`config.mk`:
```
export PLATFORM = sky130hd
export DESIGN_NAME = dbw_unit
export DESIGN_NICKNAME = d
export VERILOG_FILES = /design/src/rtl/dbw_pkg.sv /design/src/rtl/dbw_unit.sv
export SDC_FILE = /design/constraint.sdc
export NUM_CORES = 2
export LEC_CHECK = 0
export ABC_AREA = 0
export BUFFER_PORTS_ARGS = -buffer_cell sky130_fd_sc_hd__buf_2
export CAP_MARGIN = 20
export CORE_UTILIZATION = 65
export CTS_BUF_LIST = sky130_fd_sc_hd__clkbuf_2 sky130_fd_sc_hd__clkbuf_4 sky130_fd_sc_hd__clkbuf_8
export DETAILED_ROUTE_END_ITERATION = 6
export PLACE_DENSITY = 0.82
export REMOVE_ABC_BUFFERS = 1
export SYNTH_ARGS = -nofsm -noshare
export SYNTH_HDL_FRONTEND = slang
export SYNTH_SLANG_ARGS = --single-unit
export TNS_END_PERCENT = 50
```
`constraint.sdc`:
```
create_clock -name i_clk -period 9.95 [get_ports i_clk]
set_input_delay 0.4975 -clock i_clk [delete_from_list [all_inputs] [get_ports i_clk]]
set_output_delay 0.4975 -clock i_clk [all_outputs]
set_load 0.01 [all_outputs]
```
`src/rtl/dbw_pkg.sv`:
```
/*
 * Shared constants and carrier types of the breakpoint and watchpoint unit.
 * Assumes a 32-bit core with byte addressed registers on a plain port.
 */
`default_nettype none
package dbw_pkg;
    // ************************************************************
    // Register byte offsets
    // ************************************************************
    localparam logic [7:0] OFS_PC_ADDR  = 8'h00; // Six words
    localparam logic [7:0] OFS_PC_CTRL  = 8'h20; // Six words
    localparam logic [7:0] OFS_D_ADDR   = 8'h40; // Two words
    localparam logic [7:0] OFS_D_CTRL   = 8'h48; // Two words
    localparam logic [7:0] OFS_D_VAL    = 8'h50; // Two words
    localparam logic [7:0] OFS_PAIR     = 8'h58;
    localparam logic [7:0] OFS_DBG_CTRL = 8'h5C;
    localparam logic [7:0] OFS_STATUS   = 8'h60;
    localparam logic [7:0] OFS_RET_ADDR = 8'h64;
    localparam logic [7:0] OFS_RET_STAT = 8'h68;

    // ************************************************************
    // Control field positions
    // ************************************************************
    localparam int EN_HI   = 31;
    localparam int EN_LO   = 30;
    localparam int RNG_HI  = 27; // Pair range, PC A modules only
    localparam int RNG_LO  = 26;
    localparam int ADDRESS_MASK_ENABLE     = 25;
    localparam int VAL_EN  = 22; // Data value compare enable
    localparam int SZ_EN   = 21;
    localparam int SZ_HI   = 20;
    localparam int SZ_LO   = 19;
    localparam int BM_HI   = 18;
    localparam int BM_LO   = 15;
    localparam int EOC     = 14;
    localparam int ASID_HI = 8;
    localparam int ASID_LO = 1;
    localparam int ASID_EN = 0;
    localparam int DOUBLE_WORD_ENABLE     = 2;
    localparam int EOS_HI  = 1;
    localparam int EOS_LO  = 0;
    localparam int IGNORE_FIRST_MATCH     = 2;

    // ************************************************************
    // Codes and reset values
    // ************************************************************
    localparam logic [1:0]  EN_OFF    = 2'h0;
    localparam logic [1:0]  EN_BRK    = 2'h1;
    localparam logic [1:0]  EN_WP     = 2'h3;
    localparam logic [1:0]  RNG_OFF   = 2'h0;
    localparam logic [1:0]  RNG_EXC   = 2'h1;
    localparam logic [1:0]  RNG_INC   = 2'h2;
    localparam logic [1:0]  EOS_ON    = 2'h1;
    localparam logic [1:0]  SZ_BYTE   = 2'h0;
    localparam logic [1:0]  SZ_HALF   = 2'h1;
    localparam logic [1:0]  SZ_WORD   = 2'h2;
    localparam logic [1:0]  SZ_DWORD  = 2'h3;
    localparam logic [31:0] RST_WORD  = 32'h0000_0000;
    localparam int          N_PC      = 6;
    localparam int          N_DATA    = 2;

    // ************************************************************
    // Carrier types
    // ************************************************************
    typedef struct packed {
        logic        wr;
        logic        rd;
        logic [7:0]  addr;
        logic [31:0] wdata;
    } dbw_bus_type;

    typedef struct packed {
        logic        valid;
        logic [31:0] pc;
    } dbw_fetch_type;

    typedef struct packed {
        logic        valid;
        logic        ldst;  // Genuine load or store, not cache traffic
        logic        write;
        logic [1:0]  size;
        logic [31:0] addr;
        logic [63:0] data;  // Memory lanes, word 1 in the upper half
    } dbw_dacc_type;

    typedef struct packed {
        logic        debug_mode;
        logic        monitor_mode;
        logic [7:0]  asid;
        logic [31:0] sr;
    } dbw_cpu_type;

    typedef struct packed {
        logic       valid;
        logic [7:0] hit;
    } dbw_wh_type;

    typedef struct packed {
        logic       valid;
        logic [1:0] hit;
    } dbw_twh_type;
endpackage
`default_nettype wire

```
`src/rtl/dbw_unit.sv`:
```
/*
 * Breakpoint and watchpoint unit: six PC comparators, two data comparators,
 * hit messages, event pin and halt request with return address capture.
 * Assumes fetch, data and CPU inputs synchronous to i_clk.
 */
`default_nettype none
module dbw_unit (
    // Clock, reset, enable
    input  wire logic                  i_clk,
    input  wire logic                  i_rst_n,
    input  wire logic                  i_ce,
    // Register port
    input  wire dbw_pkg::dbw_bus_type  i_bus,
    output logic [31:0]                o_rdata,
    // Core snoop
    input  wire dbw_pkg::dbw_fetch_type i_fetch,
    input  wire dbw_pkg::dbw_dacc_type i_dacc,
    input  wire dbw_pkg::dbw_cpu_type  i_cpu,
    input  wire logic [1:0]            i_trace_wp,
    // Messages and halt
    output dbw_pkg::dbw_wh_type        o_wh,
    output dbw_pkg::dbw_twh_type       o_twh,
    output logic                       o_evt_out,
    output logic                       o_halt,
    output logic [31:0]                o_ret_addr,
    output logic [31:0]                o_ret_stat,
    output logic [7:0]                 o_status
);
    import dbw_pkg::*;

    // ************************************************************
    // Helper functions
    // ************************************************************
    // ASID qualifier shared by all eight modules
    function automatic logic asid_ok(input logic [31:0] c, input logic [7:0] a);
        asid_ok = ~c[ASID_EN] | (c[ASID_HI:ASID_LO] == a);
    endfunction

    // Pair range test, A bound exclusive below, B bound inclusive above
    function automatic logic in_rng(input logic [31:0] x, input logic [31:0] lo,
                                    input logic [31:0] hi, input logic [1:0] r);
        in_rng = (r == RNG_INC) ? (x > lo && x <= hi) :
                 (r == RNG_EXC) ? (x <= lo || x > hi) : 1'b0;
    endfunction

    // Register block index from a byte address
    function automatic logic [2:0] widx(input logic [7:0] a, input logic [7:0] b);
        widx = 3'((a - b) >> 2);
    endfunction

    // ************************************************************
    // Registers
    // ************************************************************
    logic [31:0] pa_q [N_PC];
    logic [31:0] pc_q [N_PC];
    logic [31:0] da_q [N_DATA];
    logic [31:0] dc_q [N_DATA];
    logic [31:0] dv_q [N_DATA];
    logic [2:0]  pair_q;
    logic [2:0]  dbg_q;
    logic [7:0]  stat_q;
    logic [31:0] rtad_q;
    logic [31:0] rtst_q;
    logic [31:0] rdat_q;
    logic        dm_q;
    logic        first_q;
    logic        dpend_q;
    logic [1:0]  dsrc_q;
    dbw_wh_type  wh_q;
    dbw_twh_type twh_q;
    logic        evt_q;
    logic        halt_q;

    // Write decode
    wire         wr_w    = i_ce & i_bus.wr;
    wire  [7:0]  ba_w    = i_bus.addr;
    wire  [2:0]  ipa_w   = widx(ba_w, OFS_PC_ADDR);
    wire  [2:0]  ipc_w   = widx(ba_w, OFS_PC_CTRL);
    wire  [2:0]  ida_w   = widx(ba_w, OFS_D_ADDR);
    wire  [2:0]  idc_w   = widx(ba_w, OFS_D_CTRL);
    wire  [2:0]  idv_w   = widx(ba_w, OFS_D_VAL);
    wire         s_pa_w  = ba_w >= OFS_PC_ADDR && ba_w < OFS_PC_CTRL - 8'h08;
    wire         s_pc_w  = ba_w >= OFS_PC_CTRL && ba_w < OFS_D_ADDR - 8'h08;
    wire         s_da_w  = ba_w >= OFS_D_ADDR && ba_w < OFS_D_CTRL;
    wire         s_dc_w  = ba_w >= OFS_D_CTRL && ba_w < OFS_D_VAL;
    wire         s_dv_w  = ba_w >= OFS_D_VAL && ba_w < OFS_PAIR;

    // Configuration stores; last word addresses outside blocks are ignored
    always_ff @(posedge i_clk or negedge i_rst_n) begin
        if (!i_rst_n) begin
            for (int i = 0; i < N_PC; i++) begin
                pa_q[i] <= RST_WORD;
                pc_q[i] <= RST_WORD;
            end
            for (int i = 0; i < N_DATA; i++) begin
                da_q[i] <= RST_WORD;
                dc_q[i] <= RST_WORD;
                dv_q[i] <= RST_WORD;
            end
            pair_q <= 3'h0;
            dbg_q  <= 3'h0;
        end else if (wr_w) begin
            if (s_pa_w) pa_q[ipa_w] <= i_bus.wdata;
            if (s_pc_w) pc_q[ipc_w] <= i_bus.wdata;
            if (s_da_w) da_q[ida_w[0]] <= i_bus.wdata;
            if (s_dc_w) dc_q[idc_w[0]] <= i_bus.wdata;
            if (s_dv_w) dv_q[idv_w[0]] <= i_bus.wdata;
            if (ba_w == OFS_PAIR) pair_q <= i_bus.wdata[2:0];
            if (ba_w == OFS_DBG_CTRL) dbg_q <= i_bus.wdata[2:0];
        end
    end

    // ************************************************************
    // Program counter comparators
    // ************************************************************
    wire       act_w   = ~i_cpu.debug_mode;
    wire       exit_w  = dm_q & ~i_cpu.debug_mode;
    wire       sup_w   = first_q | (exit_w & dbg_q[IGNORE_FIRST_MATCH]);
    wire       fv_w    = i_fetch.valid & act_w;
    logic [5:0] phit_w;

    // Pair p uses modules 2p (A) and 2p+1 (B)
    for (genvar p = 0; p < 3; p++) begin : g_pair
        wire [31:0] ca  = pc_q[2*p];
        wire [31:0] cb  = pc_q[2*p+1];
        wire [31:0] aa  = pa_q[2*p];
        wire [31:0] ab  = pa_q[2*p+1];
        wire [1:0]  range_select = ca[RNG_HI:RNG_LO];
        wire        rg  = range_select != RNG_OFF;
        wire        msk = (i_fetch.pc & ab) == (aa & ab);
        wire        ma  = ca[ADDRESS_MASK_ENABLE] ? msk :
                          rg ? in_rng(i_fetch.pc, aa, ab, range_select) : i_fetch.pc == aa;
        assign phit_w[2*p]   = fv_w & asid_ok(ca, i_cpu.asid) & ma;
        assign phit_w[2*p+1] = fv_w & asid_ok(cb, i_cpu.asid) & ~ca[ADDRESS_MASK_ENABLE] & ~rg
                               & (i_fetch.pc == ab);
    end

    // ************************************************************
    // Data comparators
    // ************************************************************
    wire        dv_w   = i_dacc.valid & i_dacc.ldst & act_w
                         & ~i_cpu.monitor_mode;
    wire [1:0]  drng_w = pair_q[1:0];
    wire        drg_w  = drng_w != RNG_OFF;
    wire        dwe_w  = pair_q[DOUBLE_WORD_ENABLE];
    logic [1:0] dm_w;

    for (genvar d = 0; d < N_DATA; d++) begin : g_data
        wire [31:0] c    = dc_q[d];
        wire [31:0] a    = da_q[d];
        // Word of a double word chosen by the stored address
        wire [31:0] wrd  = a[2] ? i_dacc.data[63:32] : i_dacc.data[31:0];
        wire [31:0] sh   = wrd >> {a[1:0], 3'h0};
        wire [31:0] bm   = {{8{~c[BM_LO+3]}}, {8{~c[BM_LO+2]}},
                            {8{~c[BM_LO+1]}}, {8{~c[BM_LO]}}};
        wire        vok  = ~c[VAL_EN] | ((sh & bm) == (dv_q[d] & bm));
        wire        sok  = ~c[SZ_EN] | (c[SZ_HI:SZ_LO] == i_dacc.size);
        // Address hit when the stored byte lies inside the aligned access
        wire [31:0] am   = (i_dacc.size == SZ_DWORD) ? 32'hFFFF_FFF8 :
                           (i_dacc.size == SZ_WORD)  ? 32'hFFFF_FFFC :
                           (i_dacc.size == SZ_HALF)  ? 32'hFFFF_FFFE : 32'hFFFF_FFFF;
        wire        aok  = (a & am) == (i_dacc.addr & am);
        assign dm_w[d]   = dv_w & asid_ok(c, i_cpu.asid) & vok & sok & aok;
    end

    // Range mode replaces A's whole match, value and size tests included; B only feeds A
    wire        dra_w  = dv_w & asid_ok(dc_q[0], i_cpu.asid)
                         & in_rng(i_dacc.addr, da_q[0], da_q[1], drng_w);
    wire        dha_w  = drg_w ? dra_w :
                         dwe_w ? dm_w[0] & dm_w[1] : dm_w[0];
    wire        dhb_w  = dm_w[1] & ~dwe_w & ~drg_w;
    wire [1:0]  dhit_w = {dhb_w, dha_w};

    // ************************************************************
    // Event classification
    // ************************************************************
    logic [7:0] brk_w;
    logic [7:0] wp_w;
    logic [7:0] eoc_w;
    wire  [7:0] hit_w  = {dhit_w, phit_w};

    for (genvar m = 0; m < 8; m++) begin : g_kind
        // Split by generate so no branch indexes outside its array
        wire [31:0] c;
        if (m < N_PC) begin : g_pc
            assign c = pc_q[m];
        end else begin : g_dt
            assign c = dc_q[m - N_PC];
        end
        assign brk_w[m] = hit_w[m] & (c[EN_HI:EN_LO] == EN_BRK);
        assign wp_w[m]  = hit_w[m] & (c[EN_HI:EN_LO] == EN_WP);
        assign eoc_w[m] = hit_w[m] & c[EOC] & (c[EN_HI:EN_LO] != EN_OFF);
    end

    wire  [7:0] pbrk_w = {2'h0, brk_w[5:0] & {6{~sup_w}}};
    wire  [1:0] dbrk_w = brk_w[7:6];
    wire        pany_w = |pbrk_w;
    wire        dfire_w = dpend_q & fv_w;
    wire        halt_w = pany_w | dfire_w;
    wire        wh_w   = |wp_w;
    wire        eos_w  = dbg_q[EOS_HI:EOS_LO] == EOS_ON;

    // ************************************************************
    // Sequencing and outputs
    // ************************************************************
    // Ignore-first-match window; the first fetch after exit consumes it
    always_ff @(posedge i_clk or negedge i_rst_n) begin
        if (!i_rst_n) begin
            dm_q    <= 1'b0;
            first_q <= 1'b0;
        end else if (i_ce) begin
            dm_q    <= i_cpu.debug_mode;
            first_q <= sup_w & ~fv_w;
        end
    end

    // Data breakpoint waits for the following instruction
    always_ff @(posedge i_clk or negedge i_rst_n) begin
        if (!i_rst_n) begin
            dpend_q <= 1'b0;
            dsrc_q  <= 2'h0;
        end else if (i_ce) begin
            dpend_q <= (|dbrk_w) | (dpend_q & ~fv_w & act_w);
            dsrc_q  <= (|dbrk_w) ? dbrk_w : (dfire_w ? 2'h0 : dsrc_q);
        end
    end

    // Halt, return capture and sticky source; new hit wins over clearing
    wire [7:0] sset_w = {dfire_w ? dsrc_q : 2'h0, pbrk_w[5:0]};
    wire [7:0] sclr_w = (wr_w && ba_w == OFS_STATUS) ? i_bus.wdata[7:0] : 8'h00;
    always_ff @(posedge i_clk or negedge i_rst_n) begin
        if (!i_rst_n) begin
            halt_q <= 1'b0;
            rtad_q <= RST_WORD;
            rtst_q <= RST_WORD;
            stat_q <= 8'h00;
        end else if (i_ce) begin
            halt_q <= halt_w;
            if (halt_w) rtad_q <= i_fetch.pc;
            if (halt_w) rtst_q <= i_cpu.sr;
            stat_q <= (stat_q & ~sclr_w) | sset_w;
        end
    end

    // Messages and event pin, one cycle each
    always_ff @(posedge i_clk or negedge i_rst_n) begin
        if (!i_rst_n) begin
            wh_q  <= '0;
            twh_q <= '0;
            evt_q <= 1'b0;
        end else if (i_ce) begin
            wh_q  <= '{valid: wh_w, hit: wp_w};
            twh_q <= '{valid: |i_trace_wp & ~wh_w & act_w,
                       hit: (wh_w | ~act_w) ? 2'h0 : i_trace_wp};
            evt_q <= eos_w & (|eoc_w);
        end
    end

    // ************************************************************
    // Read back
    // ************************************************************
    logic [31:0] rd_w;
    always_comb begin
        rd_w = 32'h0000_0000;
        if (s_pa_w) rd_w = pa_q[ipa_w];
        else if (s_pc_w) rd_w = pc_q[ipc_w];
        else if (s_da_w) rd_w = da_q[ida_w[0]];
        else if (s_dc_w) rd_w = dc_q[idc_w[0]];
        else if (s_dv_w) rd_w = dv_q[idv_w[0]];
        else if (ba_w == OFS_PAIR) rd_w = {29'h0, pair_q};
        else if (ba_w == OFS_DBG_CTRL) rd_w = {29'h0, dbg_q};
        else if (ba_w == OFS_STATUS) rd_w = {24'h0, stat_q};
        else if (ba_w == OFS_RET_ADDR) rd_w = rtad_q;
        else if (ba_w == OFS_RET_STAT) rd_w = rtst_q;
    end

    // Data valid only in the cycle after the strobe
    always_ff @(posedge i_clk or negedge i_rst_n) begin
        if (!i_rst_n) rdat_q <= RST_WORD;
        else if (i_ce) rdat_q <= i_bus.rd ? rd_w : RST_WORD;
    end

    assign o_rdata    = rdat_q;
    assign o_wh       = wh_q;
    assign o_twh      = twh_q;
    assign o_evt_out  = evt_q;
    assign o_halt     = halt_q;
    assign o_ret_addr = rtad_q;
    assign o_ret_stat = rtst_q;
    assign o_status   = stat_q;
endmodule
`default_nettype wire

```
==> results.md <==
* Synth Area in XOR/XNOR at 3.98%
* Overall power at 7890 uW
* Clk root buf: clkbuf_8
* Maximum clock rate at 196 MHz
* Layout cells sized above 1 at 27.1%
* Post-route ant nets at 0
* Detailed Route WL at 158000 um
* CTS Buf Count at 120
* Die Area at 72200 um^2
* Synth Area in Compound Gates at 11.9%
* DR iter-0 viols at 5015
* #FFs+latches synth at 705
* Residual DRC count at 0
* Routed vias/inst at 6.85
* Largest family of logic cells by synthesized area: multiplexers
* Via count at 38600
* Routed len/inst at 27.9 um
* Crit path cell chain: inv_1, ha_1, nand4_1, nor4_1, and3_1, nor3b_1, a22o_1, mux2i_1, a211oi_1, a211oi_4, buf_4, nor3_1, a211o_1
* Post-cts resize count at 0
* CP Data Arrival Time at 5.75 ns
* Clock transition at path regs at 0.06 ns
* Worst-case clock skew at 0.0578 ns
* Worst setup SP type: flip-flop
* Crit path time final at 5.11 ns
* Synth unique cells at 76
* Placer Congestion at 1.02
* Die height at 269 um
* Final Max Slew Viols at 0
* Drt first pass iters at 6
* HPWL after detailed placement at 112000 um
* Remaining global-route overflow at 0
* PortBufs at 339
* Worst Path Buf+Inv at 2
* Clock Sinks at 705
* Register area share after synthesis at 38.2%
* Syn Inst Count at 4374
* VDD IR max at 120 uV
* Status: finished, final reports clean
* CP max stage cell: nor4_1
* Synthesized area at 46200 um^2
* Ys Warns at 0
* Worst path required time at 10.59 ns
* Crit Path Category: reg2reg
* Most common cell after layout, fill and taps aside: dfrtp_1
* R2r setup slk at 4.84 ns
* Asr flop ratio synth at 100%
* CTS max path bufs at 3
* # IOs at 341
* Final hold violations at 0
* Layout Nets at 5174
* Post-synth EDFFs at 0
* Worst skew pair latency at 0.78 ns
* CP Capture Type: flip-flop
* Slew headroom at 14.7%
* Worst-margin pin slew at 1.27 ns
* Final Cycle Share at 51.3%
* Leakage at 0.0241 uW
* Max_cap viols at 0
* Row count at 97
* CP max FO at 50
* Post-synthesis mux area share at 22.0%
* Setup WS post-layout at 4.84 ns
* Total power density per cell area at 154 nW/um^2
* Total negative setup slack at 0 ns
* Crit path max-delay family: compound AO/OA/AOI/OAI gates
* Post-Synth Adder-Cell Area at 9.53%
* Total GRT Usage at 43.6%
* Max incr delay on CP at 0.81 ns
* Avg Cell Area, Syn at 10.6 um^2
* Core box area at 70100 um^2
* Area growth syn-to-layout at 11.1%
* Commonest cells after routing, fill and taps aside: dfrtp_1, mux2_2, nand2_1
* Final setup fails at 0
* Die X at 269 um
* Simple-gate share of the synthesized area at 9.09%
* Initial antenna violation count at 12
* HP Class: in2reg
* CTS tree: yes
* Top_reg_cell synth: dfrtp_1
* Dpl ws at 4.74 ns
* RSZ-0062 raised after global routing: false
* Starting Density at 65.9%
* Vias in the first global route at 36700
* Largest net degree at the start of global routing at 169
* H-Tree Depth at 3
* First-pass GRT wire length at 232000 um
cell families after synthesis:
kind of cell / after synthesis
compound gates: 835
xor+xnor: 210
fa+ha+maj: 352
buf+inv: 642
flops: 705
mux: 755
simple gates: 875
what timing repair did:
action,in CTS,in global routing
endpoints found under the hold margin,96,0
hold buffers,2,0
buffers inserted,0,0
report_power, final:
group / internal (uW) / leakage [uW] / switching (uW) / total, uW
logic: 669 / 0.0138 / 972 / 1640
clock network: 1680 / 0.00145 / 1280 / 2960
registers: 3080 / 0.00881 / 209 / 3280
total: 5430 / 0.0241 / 2460 / 7890
per-stage QoR:
step / utilization (%) / instance area [um^2] / instances / hold WS, ns
after CTS: 73.1 / 51300 / 5634 / 0.00671
after detailed placement: 69.2 / 48500 / 5415 / 0.468
after floorplan: - / 45100 / 4084 / 0.202
final: 73.1 / 51300 / 5644 / 0.0346
after global placement: 69.2 / 48500 / 5415 / 0.457
after global routing: 73.1 / 51300 / 5639 / 0.0609
cell usage after synthesis (78+ instances only):
cell type    n  area (um^2)
clkbuf_1   198          743
nand4_1     90          563
nor3_1     109          546
buf_1       78          293
mux4_2     158         3560
o21ai_0    266         1330
nand2_1    413         1550
mux2i_1    129         1290
xnor2_1    161         1410
mux2_2     465         5240
inv_1      349         1310
dfrtp_1    705        17600
ha_1       352         4400
a21oi_1    124          621
path summary, 6_finish.rpt:
path / startpoint / endpoint / cells after the start
hold reg to reg: o_rdata[23] / o_rdata[23] / 1
setup / recovery: g_pair[2].aa[30] / o_ret_stat[21] / 13
setup reg to reg: g_pair[2].aa[30] / o_ret_stat[21] / 13
hold / removal: i_trace_wp[0] / o_twh[0] / 3
min in group asynchronous: i_rst_n / g_pair[0].aa[4] / 2
max in group asynchronous: i_rst_n / dv_q[55] / 4
routing by layer:
layer  part of all wire (%)  wire length, um  vias to the layer above  track usage [%]
met2                     43            67100                     2643             63.1
met5                  0.024               38                        -                0
li1                       -                -                    16400                -
met3                     13            20500                      589             12.9
met4                    6.7            10600                        6             24.6
met1                     38            59500                    19100             58.6
cell type report:
| cell class | count | area, um^2 |
|---|---|---|
| inverter | 352 | 1320 |
| tap | 940 | 1180 |
| multi-input combinational | 3027 | 26200 |
| antenna | 10 | 25.0 |
| clock inverter | 23 | 287 |
| clock buffer | 194 | 2440 |
| sequential | 705 | 17600 |
| timing repair buffer | 393 | 2180 |
| fill | 5055 | 18800 |
state kept, by name, summed over array words and instances (netlist names):
name        count
g_kind.c      192
g_pair.aa      96
g_pair.ab      96
dv_q           64
g_data.a       64
g_data.c       64
o_rdata        32
o_ret_addr     32
o_ret_stat     32
o_wh            9
o_status        8
dbg_q           3
o_twh           3
pair_q          3
dsrc_q          2
dm_q            1
dpend_q         1
first_q         1
o_evt_out       1
o_halt          1
worst reg2reg max path: cells and delay by family, from the launching register on:
family | cells | cell delay [ns]
compound gates | 4 | 1.60
fa+ha+maj | 1 | 0.29
buf+inv | 2 | 0.76
flops | 1 | 0.42
mux | 1 | 0.31
simple gates | 5 | 1.59
No activity file was read; power rests on OpenSTA's default activity.
